## src/dist_id_pkg.sv

```systemverilog
package dist_id_pkg;
    // register byte addresses
    localparam logic [15:0] ctrl_addr = 16'h0000;
    localparam logic [15:0] type_addr = 16'h0004;
    localparam logic [15:0] iid_addr = 16'h0008;
    localparam logic [15:0] fctl_addr = 16'h0020;
    // control register fields
    localparam int ctrl_ds_bit = 6;
    localparam int ctrl_affinity_routing_nonsecure_bit = 5;
    localparam int ctrl_are_s_bit = 4;
    // type register fields
    localparam int ty_one_of_many_routing_absent_bit = 25;
    localparam int ty_a3v_bit = 24;
    localparam int ty_idw_lsb = 19;
    localparam int ty_direct_virtual_injection_bit = 18;
    localparam int ty_locality_interrupt_support_bit = 17;
    localparam int ty_message_interrupt_support_bit = 16;
    localparam int ty_nlpi_lsb = 11;
    localparam int ty_sec_bit = 10;
    localparam int ty_cpu_lsb = 5;
    localparam int ty_itl_lsb = 0;
    localparam logic [4:0] identifier_width_val = 5'h0f;
    localparam logic [4:0] locality_count_val = 5'h00;
    localparam logic [2:0] processor_count_val = 3'h0;
    // identification register fields
    localparam int iid_prod_lsb = 24;
    localparam int iid_var_lsb = 16;
    localparam int iid_rev_lsb = 12;
    localparam int iid_impl_lsb = 0;
    // function control scrub bit
    localparam int fctl_scrub_bit = 0;
    localparam logic [31:0] fctl_mask = 32'h00000001;
    // security_disable_param encodings
    typedef enum logic [1:0] {ds_zero, ds_one, ds_prog} ds_mode_e;
endpackage : dist_id_pkg

```

## src/dist_reg_if.sv

```systemverilog
`timescale 1ns/100ps
interface dist_reg_if;
    logic ds;
    logic [31:0] type_word;
    modport prov (output type_word, input ds);
    modport user (input type_word, output ds);
endinterface : dist_reg_if

```

## src/dist_config_id_regs.sv

```systemverilog
// Added by the designer: the APB interface to the registers and the placing of the registers.
`timescale 1ns/100ps
// Function
// - no-one-of-many bit reads zero
// - affinity level 3 bit follows build
// - identifier width field reads 0b01111
// - direct virtual injection bit reads zero
// - locality interrupt bit follows build
// - message interrupt bit reads one
// - locality count field reads zero
// - security bit follows build
// - disable security forces security bit zero
// - processor count field reads zero
// - line count field holds N
// - fixed product and implementer codes
// - variant code in bits 19:16
// - minor revision code in bits 15:12
// - scrub control acts on local RAMs
// - disable security resets from parameter
// - affinity routing bits read one
module dist_config_id_regs #(
    parameter logic a3v_cfg = 1'b0,
    parameter logic lpi_cfg = 1'b1,
    parameter logic two_sec_cfg = 1'b1,
    parameter logic [4:0] lines_cfg = 5'h1f,
    parameter dist_id_pkg::ds_mode_e security_disable_param = dist_id_pkg::ds_zero,
    // identity values are arbitrary
    parameter logic [7:0] product_code = 8'h5a,
    parameter logic [3:0] variant_code = 4'h0,
    parameter logic [3:0] revision_code = 4'h2,
    parameter logic [11:0] implementer_code = 12'h7e5
) (
    // clock and reset
    input wire logic pclk,
    input wire logic presetn,
    // apb slave
    input wire logic psel,
    input wire logic penable,
    input wire logic pwrite,
    input wire logic [15:0] paddr,
    input wire logic [31:0] pwdata,
    output logic [31:0] prdata,
    output logic pready,
    output logic pslverr,
    // local ram scrub enable
    output logic scrub_enable
);
    // reset value of the security disable bit is a build choice
    localparam logic ds_rst = (security_disable_param == dist_id_pkg::ds_one);
    // security mode can only change when the build leaves it programmable
    localparam logic ds_wr_ok = (security_disable_param == dist_id_pkg::ds_prog);

    // true when the given address selects the given register word
    function automatic logic addr_hit(input logic [15:0] addr, input logic [15:0] reg_addr);
        addr_hit = (addr == reg_addr);
    endfunction : addr_hit

    // one flag moved to its bit position in a register word
    function automatic logic [31:0] put_bit(input logic value, input int pos);
        put_bit = {31'h00000000, value} << pos;
    endfunction : put_bit

    // a field of up to twelve bits moved to its position in a register word
    function automatic logic [31:0] put_field(input logic [11:0] value, input int lsb);
        put_field = {20'h00000, value} << lsb;
    endfunction : put_field

    // type word is built in its own module; it needs the security disable bit back
    dist_reg_if rif ();

    dist_type_word #(
        .a3v_cfg(a3v_cfg),
        .lpi_cfg(lpi_cfg),
        .two_sec_cfg(two_sec_cfg),
        .lines_cfg(lines_cfg)
    ) u_type (
        .rif(rif.prov)
    );

    // register state
    logic ds_q;
    logic ds_d;
    logic [31:0] fctl_q;
    logic [31:0] fctl_d;
    // bus answer state
    logic ready_q;
    logic ready_d;
    logic [31:0] prdata_d;
    logic slverr_d;
    logic scrub_d;
    // write targets held from the setup cycle
    logic sel_ctrl_q;
    logic sel_ctrl_d;
    logic sel_fctl_q;
    logic sel_fctl_d;

    // setup cycle latches the answer; the access cycle after it completes with no wait state
    wire setup = psel & ~penable;
    wire access = psel & penable & ready_q;
    wire wr = access & pwrite;

    // address decode for the setup cycle
    wire hit_ctrl = addr_hit(paddr, dist_id_pkg::ctrl_addr);
    wire hit_type = addr_hit(paddr, dist_id_pkg::type_addr);
    wire hit_iid = addr_hit(paddr, dist_id_pkg::iid_addr);
    wire hit_fctl = addr_hit(paddr, dist_id_pkg::fctl_addr);
    wire mapped = hit_ctrl | hit_type | hit_iid | hit_fctl;
    // a write acts on the word chosen in setup, not on whatever the address shows later
    assign sel_ctrl_d = setup ? hit_ctrl : sel_ctrl_q;
    assign sel_fctl_d = setup ? hit_fctl : sel_fctl_q;

    // control word: only the security disable bit is stored, routing enables are tied
    wire [31:0] ctrl_ds_part = put_bit(ds_q, dist_id_pkg::ctrl_ds_bit);
    wire [31:0] ctrl_affinity_routing_nonsecure_part = put_bit(1'b1, dist_id_pkg::ctrl_affinity_routing_nonsecure_bit);
    wire [31:0] ctrl_are_s_part = put_bit(1'b1, dist_id_pkg::ctrl_are_s_bit);
    wire [31:0] ctrl_word = ctrl_ds_part | ctrl_affinity_routing_nonsecure_part | ctrl_are_s_part;

    // security disable goes back so the security bit can read as zero
    assign rif.ds = ds_q;
    wire [31:0] type_word = rif.type_word;

    // identification word; bits 23:20 get nothing and read zero
    wire [31:0] iid_prod_part = put_field({4'h0, product_code}, dist_id_pkg::iid_prod_lsb);
    wire [31:0] iid_var_part = put_field({8'h00, variant_code}, dist_id_pkg::iid_var_lsb);
    wire [31:0] iid_rev_part = put_field({8'h00, revision_code}, dist_id_pkg::iid_rev_lsb);
    wire [31:0] iid_impl_part = put_field(implementer_code, dist_id_pkg::iid_impl_lsb);
    wire [31:0] iid_word = iid_prod_part | iid_var_part | iid_rev_part | iid_impl_part;

    // function control: only the scrub enable is held, other bits read zero
    wire [31:0] fctl_word = fctl_q & dist_id_pkg::fctl_mask;

    // type and identification words have no write strobe, so writes there do nothing
    wire wr_ctrl = wr & sel_ctrl_q;
    wire wr_fctl = wr & sel_fctl_q;
    wire ds_load = wr_ctrl & ds_wr_ok;
    assign ds_d = ds_load ? pwdata[dist_id_pkg::ctrl_ds_bit] : ds_q;
    // scrub control stays local; nothing here reaches other distributors
    assign fctl_d = wr_fctl ? (pwdata & dist_id_pkg::fctl_mask) : fctl_q;
    assign scrub_d = fctl_d[dist_id_pkg::fctl_scrub_bit];

    // read select as and-or of gated words; unmapped addresses read zero
    wire [31:0] rd_ctrl_part = hit_ctrl ? ctrl_word : 32'h00000000;
    wire [31:0] rd_type_part = hit_type ? type_word : 32'h00000000;
    wire [31:0] rd_iid_part = hit_iid ? iid_word : 32'h00000000;
    wire [31:0] rd_fctl_part = hit_fctl ? fctl_word : 32'h00000000;
    wire [31:0] rd_word = rd_ctrl_part | rd_type_part | rd_iid_part | rd_fctl_part;
    // loaded in setup only, so data, error and ready stand for the access cycle alone
    assign prdata_d = setup ? rd_word : 32'h00000000;
    assign slverr_d = setup & ~mapped;
    assign ready_d = setup;

    // security disable bit
    always_ff @(posedge pclk or negedge presetn) begin
        if (!presetn) begin
            ds_q <= ds_rst;
        end else begin
            ds_q <= ds_d;
        end
    end

    // function control word
    always_ff @(posedge pclk or negedge presetn) begin
        if (!presetn) begin
            fctl_q <= 32'h00000000;
        end else begin
            fctl_q <= fctl_d;
        end
    end

    // held write targets
    always_ff @(posedge pclk or negedge presetn) begin
        if (!presetn) begin
            sel_ctrl_q <= 1'b0;
            sel_fctl_q <= 1'b0;
        end else begin
            sel_ctrl_q <= sel_ctrl_d;
            sel_fctl_q <= sel_fctl_d;
        end
    end

    // one-cycle ready in the access cycle
    always_ff @(posedge pclk or negedge presetn) begin
        if (!presetn) begin
            ready_q <= 1'b0;
        end else begin
            ready_q <= ready_d;
        end
    end

    // read data and error
    always_ff @(posedge pclk or negedge presetn) begin
        if (!presetn) begin
            prdata <= 32'h00000000;
            pslverr <= 1'b0;
        end else begin
            prdata <= prdata_d;
            pslverr <= slverr_d;
        end
    end

    // scrub enable follows the stored bit with no extra cycle
    always_ff @(posedge pclk or negedge presetn) begin
        if (!presetn) begin
            scrub_enable <= 1'b0;
        end else begin
            scrub_enable <= scrub_d;
        end
    end

    assign pready = ready_q;
endmodule : dist_config_id_regs

```

## src/dist_type_word.sv

```systemverilog
`timescale 1ns/100ps
module dist_type_word #(
    parameter logic a3v_cfg = 1'b0,
    parameter logic lpi_cfg = 1'b1,
    parameter logic two_sec_cfg = 1'b1,
    parameter logic [4:0] lines_cfg = 5'h1f
) (
    dist_reg_if.prov rif
);
    always_comb begin
        rif.type_word = 32'h00000000;
        rif.type_word[dist_id_pkg::ty_one_of_many_routing_absent_bit] = 1'b0;
        rif.type_word[dist_id_pkg::ty_a3v_bit] = a3v_cfg;
        rif.type_word[dist_id_pkg::ty_idw_lsb +: 5] = dist_id_pkg::identifier_width_val;
        rif.type_word[dist_id_pkg::ty_direct_virtual_injection_bit] = 1'b0;
        rif.type_word[dist_id_pkg::ty_locality_interrupt_support_bit] = lpi_cfg;
        rif.type_word[dist_id_pkg::ty_message_interrupt_support_bit] = 1'b1;
        rif.type_word[dist_id_pkg::ty_nlpi_lsb +: 5] = dist_id_pkg::locality_count_val;
        // security bit reads as zero while security is disabled
        rif.type_word[dist_id_pkg::ty_sec_bit] = two_sec_cfg & ~rif.ds;
        rif.type_word[dist_id_pkg::ty_cpu_lsb +: 3] = dist_id_pkg::processor_count_val;
        rif.type_word[dist_id_pkg::ty_itl_lsb +: 5] = lines_cfg;
    end
endmodule : dist_type_word

```

## config.mk

```make
export PLATFORM = sky130hd
export DESIGN_NAME = dist_config_id_regs
export DESIGN_NICKNAME = d
export VERILOG_FILES = /design/src/dist_id_pkg.sv /design/src/dist_reg_if.sv /design/src/dist_config_id_regs.sv /design/src/dist_type_word.sv
export SDC_FILE = /design/constraint.sdc
export NUM_CORES = 1
export LEC_CHECK = 0
export BUFFER_PORTS_ARGS = -buffer_cell sky130_fd_sc_hd__buf_4
export CORE_UTILIZATION = 31
export DETAILED_ROUTE_END_ITERATION = 8
export PLACE_DENSITY = 0.78
export SYNTH_ARGS = -nofsm -noshare
export SYNTH_HDL_FRONTEND = slang
export SYNTH_SLANG_ARGS = --single-unit
export TNS_END_PERCENT = 5
```

## constraint.sdc

```tcl
create_clock -name pclk -period 1.34 [get_ports pclk]
set_clock_uncertainty 0.05 [all_clocks]
set_input_delay 0.201 -clock pclk [delete_from_list [all_inputs] [get_ports pclk]]
set_output_delay 0.201 -clock pclk [all_outputs]
set_load 0.005 [all_outputs]
```

Yosys cells after proc, flatten, opt, wreduce, memory -nomap -nowiden
Cells that the tools add are included.
Widths: inputs -> output; s select.
{"block": "totals", "word_cells": 28, "regBits": 36}
{"block": "classes", "bitwise": 14, "muxes": 5, "reduce_logical": 1, "eq_ne": 3}
{"op": "$mux 31", "n": 2}
{"op": "$or 23x31->31", "n": 1}
{"op": "$or 31x1->31", "n": 1}
{"op": "$mux 23", "n": 1}
{"op": "$or 6x23->23", "n": 1}
{"op": "$eq 16x3->1 const B", "n": 1}
{"op": "$eq 16x4->1 const B", "n": 1}
{"op": "$eq 16x6->1 const B", "n": 1}
{"op": "$logic_not 16->1", "n": 1}
{"op": "$and 1x1->1", "n": 6}
{"op": "$mux 6", "n": 1}
{"op": "$or 1x1->1", "n": 3}
{"op": "$not 1->1", "n": 2}
{"op": "$mux 1", "n": 1}

Logic depth before layout (Yosys ltp)
Gate-level depths: netlist of run 1.
{"block": "depth", "ltp_word": 6, "mapped_depth": 4, "ltp_nobuf": 3}

By module
From an unflattened synthesis of run 1, not the netlist that was laid out.
{"block": "unflattened", "cells_unflattened": 166, "area_unflattened_um2": 1710.4}
{"mod": "dist_config_id_regs", "cells_each": 132, "seq_area_each_um2": 900.9, "n_inst": 1, "area_per_inst_um2": 1466.4}
{"mod": "dist_type_word", "cells_each": 34, "seq_area_each_um2": 0.0, "n_inst": 1, "area_per_inst_um2": 244.0}

Worst setup path before layout of run 1
No wires, ideal clock.
{"block": "synth_path", "path_kind": "reg2reg", "start": "register ready_q (netlist: pready)", "end": "register fctl_q[0]", "period_less_slack_ns": 1.102, "slack_ns": 0.238, "t_arrival_ns": 0.927, "required_ns": 1.165, "setup_time_ns": 0.125, "stages_incl_launch_ff": 4, "path_cell_list": "dfrtp_1 -> and3_1 -> nand3_1 -> mux2_2"}
{"block": "synth_between", "elab_chain_len": 3}
{"item": "from (decl)", "line": "dist_config_id_regs.sv:86", "text": "logic ready_q;"}
{"item": "from (signal assigned)", "line": "dist_config_id_regs.sv:186", "text": "ready_q <= ready_d;"}
{"item": "$and 1x1->1", "line": "dist_config_id_regs.sv:99", "text": "wire access = psel & penable & ready_q;"}
{"item": "$and 1x1->1", "line": "dist_config_id_regs.sv:100", "text": "wire wr = access & pwrite;"}
{"item": "$and 1x1->1", "line": "dist_config_id_regs.sv:134", "text": "wire wr_fctl = wr & sel_fctl_q;"}
{"item": "to (signal assigned)", "line": "dist_config_id_regs.sv:166", "text": "fctl_q <= fctl_d;"}
{"item": "to (decl)", "line": "dist_config_id_regs.sv:83", "text": "logic [31:0] fctl_q;"}
No other way between the ends.
A chain may end at the register's enable or synchronous reset.

Final worst setup path of run 1
Same ends and word-level chain as after synthesis.

==> results of run 1 <==
-- through the flow --
step           total power (µW)  setup slack, ns
5_1_grt                     652            0.145
3_5_place_dp                427           0.0532
3_3_place_gp                425           0.0761
2_1_floorplan               370            0.238
4_1_cts                     624            0.198
6_report                    612            0.203
-- power groups by stage --
stage	logic, µW	registers (µW)	clock network, µW
global route	126	308	217
detailed placement	114	314	0
CTS	116	308	200
global placement	111	314	0
floorplan	55.9	314	0
finish	115	308	189
-- area by class of cell --
class	instances	area share, %
Sequential cell	10	26.6
Tap cell	27	3.60
Multi-Input combinational cell	36	29.2
Clock buffer	3	2.40
Timing Repair Buffer	47	37.8
Inverter	1	0.399
-- metal layers --
| metal | share of wire [%] | routed length (µm) | track usage (%) | vias up |
|---|---|---|---|---|
| met4 | 0 | 0 | 4.41 | 0 |
| li1 | - | - | - | 250 |
| met1 | 34 | 390 | 9.71 | 228 |
| met3 | 14 | 164 | 4.67 | 0 |
| met2 | 52 | 607 | 18.3 | 37 |
| met5 | 0 | 0 | 0 | - |
-- worst register-to-register path, delay by kind of cell (launching register included) --
kind	cells	cell delay (ns)
simple gates	2	0.27
flops	1	0.38
mux	1	0.33
-- worst max-delay path by stage --
stage | cells past startpoint | to | from | slack [ns]
2_1_floorplan | 3 | fctl_q[0] | pready | 0.24
3_3_place_gp | 4 | prdata[28] | paddr[15] | 0.08
3_5_place_dp | 4 | prdata[28] | paddr[15] | 0.05
4_1_cts | 1 | prdata[9] | prdata[28] | 0.20
5_1_grt | 1 | prdata[27] | prdata[28] | 0.14
6_report | 3 | fctl_q[0] | pready | 0.20
-- sequential cells by signal, summed over array words and instances (netlist names) --
| signal | count |
|---|---|
| prdata | 6 |
| pslverr | 1 |
| pready | 1 |
| fctl_q | 1 |
| sel_fctl_q | 1 |
-- timing repair --
| item | 4_1_cts | 5_1_grt |
|---|---|---|
| buffers inserted | 0 | 0 |
| endpoints found under the setup margin | 0 | 0 |
| endpoints found under the hold margin | 10 | 0 |
| hold buffers | 1 | 0 |
| gates resized for setup | 0 | 0 |
-- kinds of logic after synthesis --
kind of cell / synth area share [%]
mux: 1.62
xor+xnor: 1.26
compound gates: 3.43
simple gates: 27.8
other cells: 0.541
buf+inv: 29.2
flops: 36.1
-- cells in the final DEF, fill, tap and decap left out, drive strengths merged --
cell type     n
o22ai         1
xnor2         1
and3          1
or2           1
nor3          4
a21oi         2
nand4         2
nand3         2
clkbuf        3
nor4b         3
inv           1
buf          46
nand2         1
mux2          1
dfrtp        10
dlygate4sd3   1
nor2          3
nor2b         1
o21a          1
nor4          2
conb         10
==> flow_metrics.tcl, run 1 <==
set metrics [dict create \
    status "finished clean" \
    sequentialPowerShare_pct 50.4 \
    syn_area_um2 693 \
    p_int_uw 472 \
    syn_avg_cell_area_um2 10.7 \
    ys.flop_type "dfrtp_1" \
    whs_ns 0.0995 \
    min-delay-start "paddr[2]" \
    clk_latency_ns 0.25 \
    grt_pass1_wl_um 1840 \
    cts.sink_count 10 \
    diodes 0 \
    io_pins 88 \
    finalNonFillerCells 124 \
    whs_path_depth 2 \
    clk_pin_slew_ns 0.06 \
    cts_tree "yes" \
    power_density_nw_per_um2 651 \
    postLayoutCoreUtil_pct 46.5 \
    switchingPower_uw 140 \
    clockPowerShare_pct 30.9 \
    async_reset_ff_share_pct 100 \
    area_growth_pct 35.6 \
    multi_input_area_um2 274 \
    yosysTopAreaCell "dfrtp_1" \
    vias 515 \
    path_class "flip-flop to flip-flop" \
    placed_area_um2 907 \
    start_util_pct 34.3 \
    synth_top_area_share_pct 36.1 \
    fmax_ghz 0.880 \
    drc 0 \
    post-route-period-util_pct 84.8 \
    grt_pass1_vias 463 \
    ir_drop_mv 0.301 \
    path_buf_inv 0 \
    post-dp-hpwl_um 1000 \
    p_leak_uw 0.000490 \
    reg2reg_slack_ns 0.20 \
    seq_area_frac_synth_pct 36.1 \
    row_count 16 \
    worstSetupStartpointType "flip-flop" \
    hold_violations 0 \
    yosysMostFrequentCell "buf_4" \
    crit_fanout 2 \
    drt_iter0_markers 0 \
    yosys_register_bits 10 \
    yosys-top-cells-area "dfrtp_1, buf_4, nor4_4" \
    ff2ff_path_depth 3 \
    power_frac_comb_pct 18.7 \
    n_fill_cell 199 \
    fp.dieArea_um2 2430 \
    ys.warnings.count 0 \
    r2r_end "fctl_q[0]" \
    cap_viol_max_count 0 \
    rsz0062_at_grt "no" \
    drtPass1Iterations 1 \
    setup-tns-final_ns 0 \
    numCtsBuffers 3 \
    finalSetupViolations 0 \
    r2r-start "pready" \
    wl_per_cell_um 9.37 \
    regArea_um2 250 \
    synthTopCellsByCount "buf_4, dfrtp_1, nor2_1, nor3_1" \
    crit_path_cell_trace "and3_1 -> nand3_1 -> mux2_2" \
    hold_path_end "prdata[28]" \
    slew_violations 0 \
    synth-edff-count 0 \
    ant_nets 0 \
    swShare_pct 23.0 \
    final_layout_size_suffix_gt1_share_pct 59.8 \
    antenna_found_initial 0 \
    synthesis.instances 65 \
    grt_max_degree 11 \
    synthDistinctLibCells 23 \
    crit_path_top_delay_cell "dfrtp_1" \
    chipWidth_um 49.3 \
    htreeDepth 1 \
    critPathTopFamily "flip-flops" \
    coreArea_um2 2020 \
    hp-class "input port to flip-flop" \
    overflow 0 \
    wl_um 1160 \
    gp_congestion 0.796 \
    fin_area_um2 940 \
    root_buffer "clkbuf_4" \
    cp.required_ns 1.43 \
    fin_crit_ns 1.14 \
    grt_usage_pct 10.1 \
    fp.dieH_um 49.3 \
    numPortBuffers 46 \
    arrival_ns 1.22 \
    placed_cells 120 \
    critPathCaptureType "flip-flop" \
    clockBufferDepth 2 \
    final_net_count 152 \
    routed_via_density 4.15 \
    cpPeakStageDelay_ns 0.38 \
]
No activity file was read; power rests on OpenSTA's default activity.
==> run 2: changes to the inputs <==
--- a/config.mk
+++ b/config.mk
@@ -5,10 +5,11 @@
 export SDC_FILE = /design/constraint.sdc
 export NUM_CORES = 1
 export LEC_CHECK = 0
+export ABC_AREA = 1
 export BUFFER_PORTS_ARGS = -buffer_cell sky130_fd_sc_hd__buf_4
-export CORE_UTILIZATION = 31
+export CORE_UTILIZATION = 28
 export DETAILED_ROUTE_END_ITERATION = 8
-export PLACE_DENSITY = 0.78
+export PLACE_DENSITY = 0.75
 export SYNTH_ARGS = -nofsm -noshare
 export SYNTH_HDL_FRONTEND = slang
 export SYNTH_SLANG_ARGS = --single-unit
==> constraint.sdc (replaced) <==
create_clock -name pclk -period 1.04 [get_ports pclk]
set_clock_uncertainty 0.05 [all_clocks]
set_input_delay 0.156 -clock pclk [delete_from_list [all_inputs] [get_ports pclk]]
set_output_delay 0.156 -clock pclk [all_outputs]
set_load 0.005 [all_outputs]
==> run 2 against run 1 <==
The run now ends with negative setup slack left. Sequential cell count unchanged. First-iteration DRC count up 5. Register-to-register slack got worse by 0.07 ns. Via count grew 13%. Sequential power grew 28%. Non-clock buffer count is the same. Critical path depth shrank 2. Critical path type is now flip-flop to output pin.
==> flow_metrics.tcl, run 2 <==
set metrics [dict create \
    status "finished with violations" \
    violations "negative setup slack" \
    crit_path_cell_trace "buf_4" \
    async_reset_ff_share_pct 100 \
    ys.warnings.count 0 \
    largest_reg_flops 6 \
    htreeDepth 1 \
    yosysTopAreaCell "dfrtp_1" \
    fp.dieArea_um2 2680 \
    final_cell_mix "buf_4, nor2_1, nand2_1, conb_1, dfrtp_1" \
    coreArea_um2 2280 \
    gp_congestion 0.771 \
    cts_setup_buffers 0 \
    ant_nets 0 \
    seq_area_frac_synth_pct 36.0 \
    fp.dieH_um 51.8 \
    clk_pin_slew_ns 0.06 \
    cp.depth 1 \
    yosys_register_bits 10 \
    cpPeakStageDelay_ns 0.45 \
    post-route-period-util_pct 102 \
    antenna_found_initial 0 \
    crit_fanout 9 \
    yosys-top-cells-area "dfrtp_1, buf_4, nand2_1" \
    fin_crit_ns 1.06 \
    yosysMostFrequentCell "buf_4" \
    syn_area_um2 694 \
    final_net_count 174 \
    path_buf_inv 1 \
    grt_pass1_vias 486 \
    syn_avg_cell_area_um2 8.07 \
    hp-class "input port to flip-flop" \
    crit_path_top_delay_cell "dfrtp_2" \
    diodes 0 \
    synth-edff-count 0 \
    arrival_ns 0.85 \
    hold_violations 0 \
    numPortBuffers 46 \
    wl_per_cell_um 8.46 \
    chipWidth_um 51.8 \
    clk_latency_ns 0.25 \
    rsz0062_at_grt "yes" \
    setup_ws_ns -0.0175 \
    wl_um 1240 \
    critPathTopFamily "flip-flops" \
    drc 0 \
    path_class "flip-flop to output pin" \
    cap_viol_max_count 0 \
    clockBufferDepth 2 \
    cp.required_ns 0.83 \
    power_density_nw_per_um2 798 \
    finalSetupViolations 17 \
    vias 583 \
    ff2ff_path_depth 4 \
    synthesis.instances 86 \
    postLayoutCoreUtil_pct 41.8 \
    numCtsBuffers 3 \
    synth_top_area_share_pct 36.0 \
    ys.flop_type "dfrtp_1" \
    overflow 0 \
    grt_max_degree 11 \
    root_buffer "clkbuf_4" \
    synthTopCellsByCount "buf_4, nand2_1, nor2_1" \
    slew_violations 0 \
    synthDistinctLibCells 16 \
    worstSetupStartpointType "flip-flop" \
    start_util_pct 30.5 \
    drt_iter0_markers 5 \
    largest_register "prdata" \
    whs_path_depth 2 \
    p_leak_uw 0.000542 \
    ir_drop_mv 0.430 \
    dp_worst_setup_slack_ns -0.00431 \
    fmax_ghz 0.946 \
    io_pins 88 \
    cts.sink_count 10 \
    grt_pass1_wl_um 1920 \
    critPathCaptureType "output pin" \
    drtPass1Iterations 2 \
    cts_tree "yes" \
    grt_usage_pct 9.65 \
    row_count 17 \
    routed_via_density 3.97 \
    area_growth_pct 37.1 \
    final_layout_size_suffix_gt1_share_pct 50.4 \
    post-dp-hpwl_um 1130 \
    p_total_uw 760 \
    layout_commonest_cell "buf_4" \
]
-- run 2: report_power, final --
group          internal (µW)  switching, µW
clock                    133            112
sequential               393           1.55
combinational           67.8           53.2
total                    593            167
-- run 2: layout make-up --
class,count,area (µm²)
fillers,239,1320
repair buffers,47,359
multi-input cells,52,256
flip-flops and latches,10,253
well taps,28,35.0
inverters,7,26.3
clock buffers,3,22.5
-- run 2: cells by family (layout without fill, tap and decap cells) --
kind of cell	Yosys count	after routing	share of synthesized area, %
AND/OR/NAND/NOR	38	38	28.1
buffers and inverters	33	57	31.9
flip-flops	10	10	36.0
AO/OA/AOI/OAI	4	4	3.42
other	1	10	0.540
-- run 2: path summary, 6_finish.rpt --
kind | start | end | slack, ns
max reg2reg | sel_fctl_q | fctl_q[0] | 0.13
min in group asynchronous | presetn | prdata[28] | 0.22
min reg2reg | sel_fctl_q | sel_fctl_q | 0.46
max | prdata[28] | prdata[28] | -0.02
min | penable | pready | 0.05
max in group asynchronous | presetn | prdata[22] | 0.57
-- run 2: through the flow --
stage               std cells  cell area, µm²   TNS, ns  hold slack, ns
floorplan                  95             728         0          -0.190
global placement          143             913         0         -0.0653
detailed placement        143             913  -0.00431         -0.0622
CTS                       147             948    -0.342          0.0400
global route              147             952    -0.858          0.0380
finish                    147             952    -0.184          0.0452
-- run 2: what timing repair did --
item	CTS	global route
endpoints found under the hold margin	10	0
hold buffers	1	0
cloned	0	0
resized for setup	2	1
setup endpoints to repair	17	18
-- run 2: layer usage --
| layer | vias up | global-route usage [%] | share of wire (%) |
|---|---|---|---|
| met5 | - | 0 | 0 |
| li1 | 297 | - | - |
| met3 | 0 | 1.75 | 9.9 |
| met1 | 248 | 8.77 | 34 |
| met2 | 38 | 20.1 | 55 |
| met4 | 0 | 4.05 | 0 |
